File: src/spp_params.svh
// Constants for the serial password checker: address windows, byte codes.
// Assumes flash addresses are 16 bits and pointers arrive as three bytes.
`ifndef SPP_PARAMS_SVH
`define SPP_PARAMS_SVH

////////////////////////////////////////////////////////////////////////////
// Address windows
`define SPP_WIN_LO 24'h00_8000
`define SPP_WIN_HI 24'h00_FEFF
`define SPP_BLANK_LO 16'hFFE0
`define SPP_BLANK_LAST 5'h1F

////////////////////////////////////////////////////////////////////////////
// Byte values and counts
`define SPP_ERASED 8'hFF
`define SPP_LEN_MIN 8'h07
`define SPP_STR_MIN 8'h08
`define SPP_RUN_MAX 2'h3
`define SPP_HEX_MARK 8'h3A
`define SPP_PTR_LAST 2'h2

////////////////////////////////////////////////////////////////////////////
// Operation commands that need the pointer fields
`define SPP_CMD_ERASE 8'hF0
`define SPP_CMD_WRITE 8'h30
`define SPP_CMD_READ 8'h40
`define SPP_CMD_LOADER 8'h60
`define SPP_CMD_SECURE 8'hFA

`endif

File: src/spp_pkg.sv
// Types shared by the serial password checker and its test bench.
// Assumes the link byte stream and command decode run on the same clock.
package spp_pkg;

  typedef struct packed {
    logic valid;
    logic [7:0] data;
  } spp_link_type;

  typedef struct packed {
    logic start;
    logic [7:0] code;
  } spp_cmd_type;

  typedef struct packed {
    logic en;
    logic [15:0] addr;
  } spp_flash_rd_type;

  typedef enum logic [3:0] {
    SPP_SCAN_REQ,
    SPP_SCAN_CHK,
    SPP_WAIT_CMD,
    SPP_LEN_PTR,
    SPP_LEN_RD,
    SPP_LEN_CHK,
    SPP_CMP_PTR,
    SPP_CMP_CHK,
    SPP_STR_RX,
    SPP_STR_CHK,
    SPP_HEX_WAIT,
    SPP_LOCK
  } spp_state_type;

endpackage

File: src/spp_password_check.sv
// Password gate for operation commands arriving over the serial link.
// Assumes flash read data follows flash_rd.addr in the same cycle, and that
// link bytes and commands are already decoded on clk.
//
// Notes on behaviour
// - With a password set, operation commands wait for authentication.
// - On-chip debug start is allowed only after authentication succeeded or in parallel programming mode.
// - Parallel programming mode applies no password restriction.
// - Password bytes must lie in flash 0x8000 to 0xFEFF.
// - Length pointer out of window, or its byte below 0x07, is an error.
// - Non-blank: compare pointer beyond 0xFEFF minus N is an error.
// - String of N bytes (8..255) compared with flash; mismatch is error.
// - Three or more identical consecutive string bytes is an error.
// - Error: silent, ignore link for good until pin reset.
// - Non-blank if any byte 0xFFE0..0xFFFF differs from 0xFF.
// - Blank part skips string compare but still checks both pointers.
// - Erase, write, read, loader, security commands demand pointers, string.
// - Whole-chip erase leaves all 0xFF, so the part becomes blank.
// - Blank write/loader goes to hex reception, discarding bytes until 0x3A.
// - Blank or non-blank state is reported for the status reply.
`timescale 1ns/100ps
`include "spp_params.svh"
module spp_password_check (
  input wire logic clk,
  input wire logic reset_n,
  input wire logic parallel_mode_pin,
  input wire spp_pkg::spp_link_type link_in,
  input wire spp_pkg::spp_cmd_type cmd_in,
  input wire logic chip_erase_done,
  input wire logic debug_start_req,
  input wire logic [7:0] flash_rd_data,
  output spp_pkg::spp_flash_rd_type flash_rd,
  output logic cmd_go,
  output logic auth_ok,
  output logic lockup,
  output logic blank_part,
  output logic hex_start,
  output logic debug_go
);
  import spp_pkg::*;

  ////////////////////////////////////////////////////////////////////////////
  // Pin input and working state
  logic parallel_mode;
  spp_state_type state_reg;
  logic [23:0] ptr_reg;
  logic [23:0] len_ptr_reg;
  logic [15:0] cmp_base_reg;
  logic [1:0] byte_cnt_reg;
  logic [7:0] len_reg;
  logic [7:0] idx_reg;
  logic [7:0] prev_reg;
  logic [7:0] rx_byte_reg;
  logic [1:0] run_reg;
  logic [4:0] scan_cnt_reg;
  logic scan_clean_reg;
  logic [7:0] cmd_reg;

  logic rx;
  logic needs_ptr;
  logic hex_cmd;
  logic [23:0] ptr_next;
  logic [23:0] cmp_hi;
  logic len_ptr_ok;
  logic cmp_ptr_ok;
  logic [1:0] run_next;

  spp_sync3 u_mode_sync (
    .clk(clk),
    .reset_n(reset_n),
    .async_in(parallel_mode_pin),
    .level_out(parallel_mode)
  );

  ////////////////////////////////////////////////////////////////////////////
  // Decode
  assign rx = link_in.valid;
  assign ptr_next = {ptr_reg[15:0], link_in.data};

  always_comb begin
    unique case (cmd_in.code)
      `SPP_CMD_ERASE, `SPP_CMD_WRITE, `SPP_CMD_READ,
      `SPP_CMD_LOADER, `SPP_CMD_SECURE: needs_ptr = 1'b1;
      default: needs_ptr = 1'b0;
    endcase
  end

  assign hex_cmd = (cmd_reg == `SPP_CMD_WRITE) ||
                   (cmd_reg == `SPP_CMD_LOADER);

  // Window checks use the fully assembled pointer
  assign len_ptr_ok = (len_ptr_reg >= `SPP_WIN_LO) &&
                      (len_ptr_reg <= `SPP_WIN_HI);
  assign cmp_hi = `SPP_WIN_HI - {16'h0000, len_reg};
  assign cmp_ptr_ok = (ptr_reg >= `SPP_WIN_LO) &&
                      (ptr_reg <= (blank_part ? `SPP_WIN_HI : cmp_hi));

  // Run length of identical bytes, including the one now received
  assign run_next = ((idx_reg != 8'h00) && (link_in.data == prev_reg)) ?
                    run_reg + 2'h1 : 2'h1;

  ////////////////////////////////////////////////////////////////////////////
  // Sequence
  always_ff @(posedge clk) begin
    if (!reset_n) begin
      state_reg <= SPP_SCAN_REQ;
      byte_cnt_reg <= 2'h0;
      idx_reg <= 8'h00;
      scan_cnt_reg <= 5'h00;
    end else begin
      unique case (state_reg)
        SPP_SCAN_REQ: begin
          state_reg <= SPP_SCAN_CHK;
        end
        SPP_SCAN_CHK: begin
          if (scan_cnt_reg == `SPP_BLANK_LAST) begin
            state_reg <= SPP_WAIT_CMD;
          end else begin
            scan_cnt_reg <= scan_cnt_reg + 5'h01;
            state_reg <= SPP_SCAN_REQ;
          end
        end
        SPP_WAIT_CMD: begin
          byte_cnt_reg <= 2'h0;
          idx_reg <= 8'h00;
          if (chip_erase_done) begin
            scan_cnt_reg <= 5'h00; // Re-derive blank state
            state_reg <= SPP_SCAN_REQ;
          end else if (cmd_in.start && !parallel_mode) begin
            if (needs_ptr) begin
              state_reg <= SPP_LEN_PTR;
            end
          end
        end
        SPP_LEN_PTR: begin
          if (rx) begin
            byte_cnt_reg <= byte_cnt_reg + 2'h1;
            if (byte_cnt_reg == `SPP_PTR_LAST) begin
              state_reg <= SPP_LEN_RD;
            end
          end
        end
        SPP_LEN_RD: begin
          state_reg <= len_ptr_ok ? SPP_LEN_CHK : SPP_LOCK;
        end
        SPP_LEN_CHK: begin
          byte_cnt_reg <= 2'h0;
          if ((flash_rd_data < `SPP_LEN_MIN) ||
              (!blank_part && (flash_rd_data < `SPP_STR_MIN))) begin
            state_reg <= SPP_LOCK;
          end else begin
            state_reg <= SPP_CMP_PTR;
          end
        end
        SPP_CMP_PTR: begin
          if (rx) begin
            byte_cnt_reg <= byte_cnt_reg + 2'h1;
            if (byte_cnt_reg == `SPP_PTR_LAST) begin
              state_reg <= SPP_CMP_CHK;
            end
          end
        end
        SPP_CMP_CHK: begin
          if (!cmp_ptr_ok) begin
            state_reg <= SPP_LOCK;
          end else if (blank_part) begin
            // No string for a blank part
            state_reg <= hex_cmd ? SPP_HEX_WAIT : SPP_WAIT_CMD;
          end else begin
            state_reg <= SPP_STR_RX;
          end
        end
        SPP_STR_RX: begin
          if (rx) begin
            state_reg <= (run_next == `SPP_RUN_MAX) ?
                         SPP_LOCK : SPP_STR_CHK;
          end
        end
        SPP_STR_CHK: begin
          if (flash_rd_data != rx_byte_reg) begin
            state_reg <= SPP_LOCK;
          end else if (idx_reg == len_reg - 8'h01) begin
            state_reg <= hex_cmd ? SPP_HEX_WAIT : SPP_WAIT_CMD;
          end else begin
            idx_reg <= idx_reg + 8'h01;
            state_reg <= SPP_STR_RX;
          end
        end
        SPP_HEX_WAIT: begin
          if (rx && (link_in.data == `SPP_HEX_MARK)) begin
            state_reg <= SPP_WAIT_CMD; // Other bytes dropped
          end
        end
        SPP_LOCK: begin
          state_reg <= SPP_LOCK; // Only reset leaves
        end
      endcase
    end
  end

  ////////////////////////////////////////////////////////////////////////////
  // Pointer and string capture
  always_ff @(posedge clk) begin
    if (!reset_n) begin
      ptr_reg <= 24'h00_0000;
      len_ptr_reg <= 24'h00_0000;
      cmp_base_reg <= 16'h0000;
      len_reg <= 8'h00;
      prev_reg <= 8'h00;
      rx_byte_reg <= 8'h00;
      run_reg <= 2'h0;
      cmd_reg <= 8'h00;
    end else begin
      if ((state_reg == SPP_WAIT_CMD) && cmd_in.start) begin
        cmd_reg <= cmd_in.code;
      end
      if ((state_reg == SPP_LEN_PTR || state_reg == SPP_CMP_PTR) && rx) begin
        ptr_reg <= ptr_next; // MSB first
      end
      if ((state_reg == SPP_LEN_PTR) && rx &&
          (byte_cnt_reg == `SPP_PTR_LAST)) begin
        len_ptr_reg <= ptr_next;
      end
      if (state_reg == SPP_LEN_CHK) begin
        len_reg <= flash_rd_data;
      end
      if (state_reg == SPP_CMP_CHK) begin
        cmp_base_reg <= ptr_reg[15:0];
      end
      if ((state_reg == SPP_STR_RX) && rx) begin
        rx_byte_reg <= link_in.data;
        prev_reg <= link_in.data;
        run_reg <= run_next;
      end
    end
  end

  ////////////////////////////////////////////////////////////////////////////
  // Flash read port, registered one cycle ahead of the check states
  always_ff @(posedge clk) begin
    if (!reset_n) begin
      flash_rd <= '0;
    end else begin
      flash_rd.en <= 1'b0;
      unique case (state_reg)
        SPP_WAIT_CMD: begin
          if (chip_erase_done) begin
            flash_rd.en <= 1'b1;
            flash_rd.addr <= `SPP_BLANK_LO;
          end
        end
        SPP_SCAN_CHK: begin
          flash_rd.en <= 1'b1;
          flash_rd.addr <= `SPP_BLANK_LO + {11'h000, scan_cnt_reg + 5'h01};
        end
        SPP_LEN_RD: begin
          flash_rd.en <= len_ptr_ok; // Never read outside the window
          flash_rd.addr <= len_ptr_reg[15:0];
        end
        SPP_STR_RX: begin
          flash_rd.en <= rx;
          flash_rd.addr <= cmp_base_reg + {8'h00, idx_reg};
        end
        default: begin
          flash_rd.en <= 1'b0;
        end
      endcase
      if (state_reg == SPP_SCAN_REQ) begin
        flash_rd.en <= 1'b1;
        flash_rd.addr <= `SPP_BLANK_LO + {11'h000, scan_cnt_reg};
      end
    end
  end

  ////////////////////////////////////////////////////////////////////////////
  // Blank detection over the top 32 bytes
  always_ff @(posedge clk) begin
    if (!reset_n) begin
      scan_clean_reg <= 1'b1;
      blank_part <= 1'b0;
    end else if (state_reg == SPP_SCAN_CHK) begin
      if (scan_cnt_reg == `SPP_BLANK_LAST) begin
        blank_part <= scan_clean_reg &&
                      (flash_rd_data == `SPP_ERASED);
        scan_clean_reg <= 1'b1;
      end else if (flash_rd_data != `SPP_ERASED) begin
        scan_clean_reg <= 1'b0;
      end
    end
  end

  ////////////////////////////////////////////////////////////////////////////
  // Grant, authentication and status outputs
  always_ff @(posedge clk) begin
    if (!reset_n) begin
      cmd_go <= 1'b0;
      auth_ok <= 1'b0;
      lockup <= 1'b0;
      hex_start <= 1'b0;
      debug_go <= 1'b0;
    end else begin
      cmd_go <= 1'b0;
      hex_start <= 1'b0;
      debug_go <= 1'b0;
      lockup <= (state_reg == SPP_LOCK);
      if (chip_erase_done && (state_reg == SPP_WAIT_CMD)) begin
        auth_ok <= 1'b0; // Re-authenticate against the new contents
      end
      unique case (state_reg)
        SPP_WAIT_CMD: begin
          if (cmd_in.start && !chip_erase_done) begin
            if (parallel_mode) begin
              cmd_go <= 1'b1;
            end else if (!needs_ptr) begin
              cmd_go <= blank_part || auth_ok;
            end
          end
          debug_go <= debug_start_req && (auth_ok || parallel_mode);
        end
        SPP_CMP_CHK: begin
          if (cmp_ptr_ok && blank_part) begin
            auth_ok <= 1'b1;
            cmd_go <= !hex_cmd;
          end
        end
        SPP_STR_CHK: begin
          if ((flash_rd_data == rx_byte_reg) &&
              (idx_reg == len_reg - 8'h01)) begin
            auth_ok <= 1'b1;
            cmd_go <= !hex_cmd;
          end
        end
        SPP_HEX_WAIT: begin
          if (rx && (link_in.data == `SPP_HEX_MARK)) begin
            hex_start <= 1'b1;
            cmd_go <= 1'b1;
          end
        end
        default: begin
        end
      endcase
    end
  end

endmodule

File: src/spp_sync3.sv
// Three-stage synchroniser for a level from a pin.
// Assumes the input is asynchronous to clk; output is a flop.
`timescale 1ns/100ps
module spp_sync3 (
  input wire logic clk,
  input wire logic reset_n,
  input wire logic async_in,
  output logic level_out
);

  logic s1_reg;
  logic s2_reg;
  logic s3_reg;

  always_ff @(posedge clk) begin
    if (!reset_n) begin
      s1_reg <= 1'b0;
      s2_reg <= 1'b0;
      s3_reg <= 1'b0;
    end else begin
      s1_reg <= async_in;
      s2_reg <= s1_reg;
      s3_reg <= s2_reg;
    end
  end

  // Only a level seen on two later stages counts, so glitches are dropped
  always_ff @(posedge clk) begin
    if (!reset_n) begin
      level_out <= 1'b0;
    end else if (s2_reg == s3_reg) begin
      level_out <= s3_reg;
    end
  end

endmodule

File: config.mk
export PLATFORM = sky130hd
export DESIGN_NAME = spp_password_check
export DESIGN_NICKNAME = d
export VERILOG_FILES = /design/src/spp_pkg.sv /design/src/spp_password_check.sv /design/src/spp_sync3.sv
export VERILOG_INCLUDE_DIRS = /design/src
export SDC_FILE = /design/constraint.sdc
export NUM_CORES = 1
export LEC_CHECK = 0
export ABC_CLOCK_PERIOD_IN_PS = 3000
export BUFFER_PORTS_ARGS = -buffer_cell sky130_fd_sc_hd__buf_2
export CORE_ASPECT_RATIO = 0.5
export CORE_MARGIN = 2
export CORE_UTILIZATION = 45
export DETAILED_ROUTE_END_ITERATION = 7
export REMOVE_ABC_BUFFERS = 1
export SYNTH_ARGS = -nofsm -noshare
export SYNTH_HDL_FRONTEND = slang
export SYNTH_HIERARCHICAL = 1
export SYNTH_SLANG_ARGS = --single-unit
export TNS_END_PERCENT = 10
File: constraint.sdc
create_clock -name clk -period 3 [get_ports clk]
set_input_delay 0.3 -clock clk [delete_from_list [all_inputs] [get_ports clk]]
set_output_delay 0.3 -clock clk [all_outputs]
set_load 0.005 [all_outputs]
* After elaboration in Yosys (flattened, before gate mapping) *
Index checks and enable logic that the tools add are counted.

storage, ports and cells
  memory bits (read-only) = 0
  RAM bits = 0
  output and inout bits = 23
  word-level logic and storage cells = 174
  input port bits = 31
  memories kept = 0
  latch bits = 0
  register bits = 137

cells by class
  reduce and logical (&&, ||, !) cells = 45
  shift-type cells = 0
  multiplexer cells = 47
  multiply operators = 0
  equal/unequal tests = 43
  $add $sub $neg = 9
  bitwise gates (word level) = 0
  order comparisons = 6
  div/mod/pow operators = 0

operators with widths
  operator               count
  $mux 4                 16
  $pmux 16 s4            1
  $ge 24x16->1 const B   2
  $pmux 4 s12            1
  $mux 17                2
  $eq 8x6->1 const B     3
  $eq 8x7->1 const B     3
  $eq 8x8->1             3
  $eq 8x8->1 const B     3
  $le 24x16->1 const B   1
  $le 24x24->1           1
  $mux 24                1
  $ne 2x2->1 const B     10
  $logic_and 1x1->1      17
  $sub 16x8->17 const A  1
  $add 16x8->16          1
  $eq 4x3->1 const B     4
  $eq 4x4->1 const B     4
  $mux 8                 2
  $pmux 8 s2             1
  $add 6x6->7 const A    2
  $mux 1                 12
  $reduce_and 2->1       6
  $mux 5                 2
  other kinds (30)       51

* Logic depth before layout (Yosys ltp) *
  depth in word-level cells = 7
  mapped depth = 11
  mapped depth without buffers = 10

* By module *
The synthesis kept the hierarchy.

by module, submodules not included
  module              seq. area each (sq um)  times used  area each (sq um)  cells each
  spp_password_check  2,662.6                 1           6,901.6            901
  spp_sync3           80.1                    1           116.4              10

* Worst setup path after synthesis *
OpenSTA, ideal clock, no wires.

  path kind = register to register
  from = reg idx_reg[0]
  to = reg flash_rd[10] (netlist name)
  clock period less this slack = 2.374 ns
  data required time = 2.873 ns
  data arrival time = 2.246 ns
  setup time = 0.127 ns
  setup slack = 0.626 ns
  buffers on the path = 0
  cell stages (with the launch flop) = 11
  path through = dfxtp_1 -> ha_1 -> inv_1 -> fa_1 -> nor2b_1 -> o21ai_1 -> a21oi_1 -> o21ai_1 -> a21oi_1 -> a311oi_1 -> or3b_1

on the way
  cells in the longest elaborated chain, start to end = 3

RTL lines
  what                    RTL line                   text
  from (decl)             spp_password_check.sv:51   logic [7:0] idx_reg;
  from (signal assigned)  spp_password_check.sv:185  idx_reg <= idx_reg + 8'h01;
  $add 16x8->16           spp_password_check.sv:262  flash_rd.addr <= cmp_base_reg + {8'h00, idx_reg};
  $pmux 16 s4             spp_password_check.sv:245  unique case (state_reg)
  $mux 17                 spp_password_check.sv:268  if (state_reg == SPP_SCAN_REQ) begin
  to (decl)               spp_password_check.sv:32   output spp_pkg::spp_flash_rd_type flash_rd,

Every way passes these cells.
A chain may end at the register's enable or synchronous reset.

* Worst setup path in the final report *
Same ends and word-level chain as after synthesis.

==> results.yml <==
synth:
  synth_warnings: 6
  synth_edf_count: 0
  netlist_instances: 911
  syn_area_um2: 7018
  synth_cell_type_count: 74
  avgSynthCellArea_um2: 7.704
  synth_seq_cells: 137
  synth_ff_type: "dfxtp_1"
  async_flop_share_pct: 0
  ys_seq_area_share_pct: 39.08
setup_path:
  criticalPathCategory: "flop to flop"
  arrival_ns: 2.95
  start_kind: "flop"
  cp_max_fo: 7
  crit_required_ns: 3.31
  crit_path_end_kind: "flop"
placed_design:
  hpwl_mm: 15.10
  post-place-ws_ns: 0.2652
  place_inst: 1142
  port_buffers: 53
  gp_congestion: 0.9419
final_layout:
  layout.cells.non_filler: 1174
  finalNetCount: 1014
  regArea_um2: 2743
  layout-drive-gt1-share_pct: 12.06
  multi_input_area_um2: 3996
  fillers: 1515
  area_growth_pct: 15.14
  n_antenna_cell: 0
grt:
  grt_use_total_pct: 25.68
  antenna_found_initial: 0
  grt_max_degree: 73
  grt_pass1_vias: 6401
  gr-total-overflow: 0
  grt_first_pass_wirelength_mm: 33.60
floorplanning:
  core_region_area_um2: 15330
  start_util_pct: 45.77
  floorplan.die.height_um: 92.31
  dieArea_um2: 16670
  top_level_ports: 54
  rows: 32
  die_w_um: 180.6
clock_tree:
  cts-htree-levels: 4
  clockBufferDepth: 2
  post_cts_resized: 0
  root_buffer: "clkbuf_16"
  cts_tree: "yes"
  post_cts_buffers: 0
  numCtsBuffers: 17
  clock_latency_ns: 0.43
  cts.clk_slew.worst_paths_ns: 0.07
  clock_sinks: 137
  cts-hold-fix-buffers: 0
route:
  m1WireLength_mm: 10.16
  drtIter0Drc: 595
  wl_met3_mm: 1.364
  final_antenna_net_count: 0
  viasPerCell: 5.781
  post-route-drc-count: 0
  wl_per_cell_um: 17.71
  drt_wl_total_mm: 20.79
  dr_wl_met2_mm: 8.812
  top_layer: "met4"
  num_vias: 6787
  first_pass_iters: 6
timing:
  fin_setup_tns_ns: 0
  worstMarginPinSlew_ns: 0.6944
  fin_crit_ns: 2.641
  min_period_over_period_pct: 88.03
  finalWorstSetupSlack_ns: 0.3591
  max_slew_margin_pct: 53.58
  setup_violations: 0
  skew_ns: 0.009989
  slew_violations: 0
  finalHoldViolations: 0
  rsz0062_at_grt: "no"
  fmax_mhz: 378.7
status:
  status: "completed"
job:
  max_cap_violations: 0
power:
  vdd_drop_max_uv: 441.3
  p_leak_nw: 3.101
  p_per_area_nw_per_um2: 599.2
min_path:
  worstHoldPathType: "input pin to flop"
## per-layer routing
layer	GRT usage, %	up-vias
met3	7.236	41
met2	39.25	188
met1	35.03	3250
met5	0	-
li1	-	3308
met4	8.535	0
## Yosys cell counts (3+ instances only)
library cell | count | area share [%]
nand2_1 | 205 | 11
or4_1 | 5 | 0.53
or3_1 | 9 | 0.80
o211ai_1 | 7 | 0.75
or2_2 | 5 | 0.45
a211oi_1 | 3 | 0.32
nor3b_1 | 4 | 0.43
mux2i_1 | 9 | 1.3
ha_1 | 25 | 4.5
a21boi_0 | 3 | 0.32
nor2b_1 | 12 | 1.1
dfxtp_1 | 137 | 39
o31ai_1 | 4 | 0.43
nand3_1 | 21 | 1.5
nand4_1 | 14 | 1.2
and2_1 | 8 | 0.71
a221oi_1 | 4 | 0.50
a21o_1 | 6 | 0.64
nand2b_1 | 3 | 0.27
a32oi_1 | 4 | 0.50
nor2_1 | 57 | 3.0
and3_1 | 9 | 0.80
a21oi_1 | 123 | 8.8
clkbuf_1 | 44 | 2.4
a222oi_1 | 5 | 0.71
inv_1 | 23 | 1.2
o22ai_1 | 4 | 0.36
o21ai_0 | 25 | 1.8
a31oi_1 | 7 | 0.62
xor2_1 | 18 | 2.2
nor3_1 | 18 | 1.3
inv_2 | 3 | 0.16
xnor2_1 | 17 | 2.1
or3b_1 | 3 | 0.37
nor4_1 | 8 | 0.71
o21ai_1 | 13 | 0.93
## power breakdown
part           total, mW  switching (mW)  internal [mW]
Combinational      0.859           0.527          0.332
Clock               2.00           0.898           1.10
Sequential          1.98          0.0650           1.92
## cell type report
type                            instances  share of cell area, %
Multi-Input combinational cell        701                  49.46
Sequential cell                       137                  33.94
Clock buffer                           19                  5.482
Timing Repair Buffer                   74                  5.389
Tap cell                              204                  3.159
Clock inverter                         13                  1.363
Inverter                               26                  1.208
## critical path, stage by stage (launching register included)
cell and delay (ns):
dfxtp_1 0.47, ha_1 0.22, inv_1 0.05, fa_1 0.41, nor2b_1 0.14, o21ai_1 0.08, a21oi_1 0.22, o21ai_1 0.16
a21oi_2 0.29, a311oi_1 0.12, or3b_1 0.36
## cell families (layout without fill, tap and decap cells)
| kind of cell | count (synthesis) | count (layout) | share of synthesized area, % |
|---|---|---|---|
| AOI/OAI and AO/OA | 237 | 237 | 20.34 |
| xor gates and xnor gates | 37 | 37 | 4.938 |
| adders and majority gates | 26 | 26 | 4.742 |
| buffers and inverters | 73 | 132 | 4.029 |
| DFF | 137 | 137 | 39.08 |
| muxes | 9 | 9 | 1.284 |
| and+or+nand+nor | 392 | 392 | 25.58 |
## stage by stage
step	instance area (µm²)	power, mW	hold WS, ns	util [%]
2_1_floorplan	6833	2.530	0.4057	-
3_3_place_gp	7523	2.863	0.4079	49.06
3_5_place_dp	7523	2.867	0.4241	49.06
4_1_cts	8077	4.865	0.07127	52.67
5_1_grt	8080	5.052	0.09207	52.69
6_report	8080	4.841	0.07552	52.69
## cells in the final DEF, fill, tap and decap left out, drive strengths merged, types with 14 or more instances in the layout
cell type	n
nand2	205
nand4	14
ha	25
dfxtp	137
inv	33
buf	74
nor2	57
clkbuf	19
o21ai	38
nor3	18
a21oi	123
xnor2	18
nand3	21
xor2	18
## worst paths after layout
path                 startpoint                  to  slack (ns)  cells after the start
max                  idx_reg[0]        flash_rd[10]        0.36                     10
min           parallel_mode_pin  u_mode_sync/s1_reg        0.08                      2
max reg2reg          idx_reg[0]        flash_rd[10]        0.36                     10
min reg2reg  u_mode_sync/s1_reg  u_mode_sync/s2_reg        0.44                      1
No activity file was read; power rests on OpenSTA's default activity.
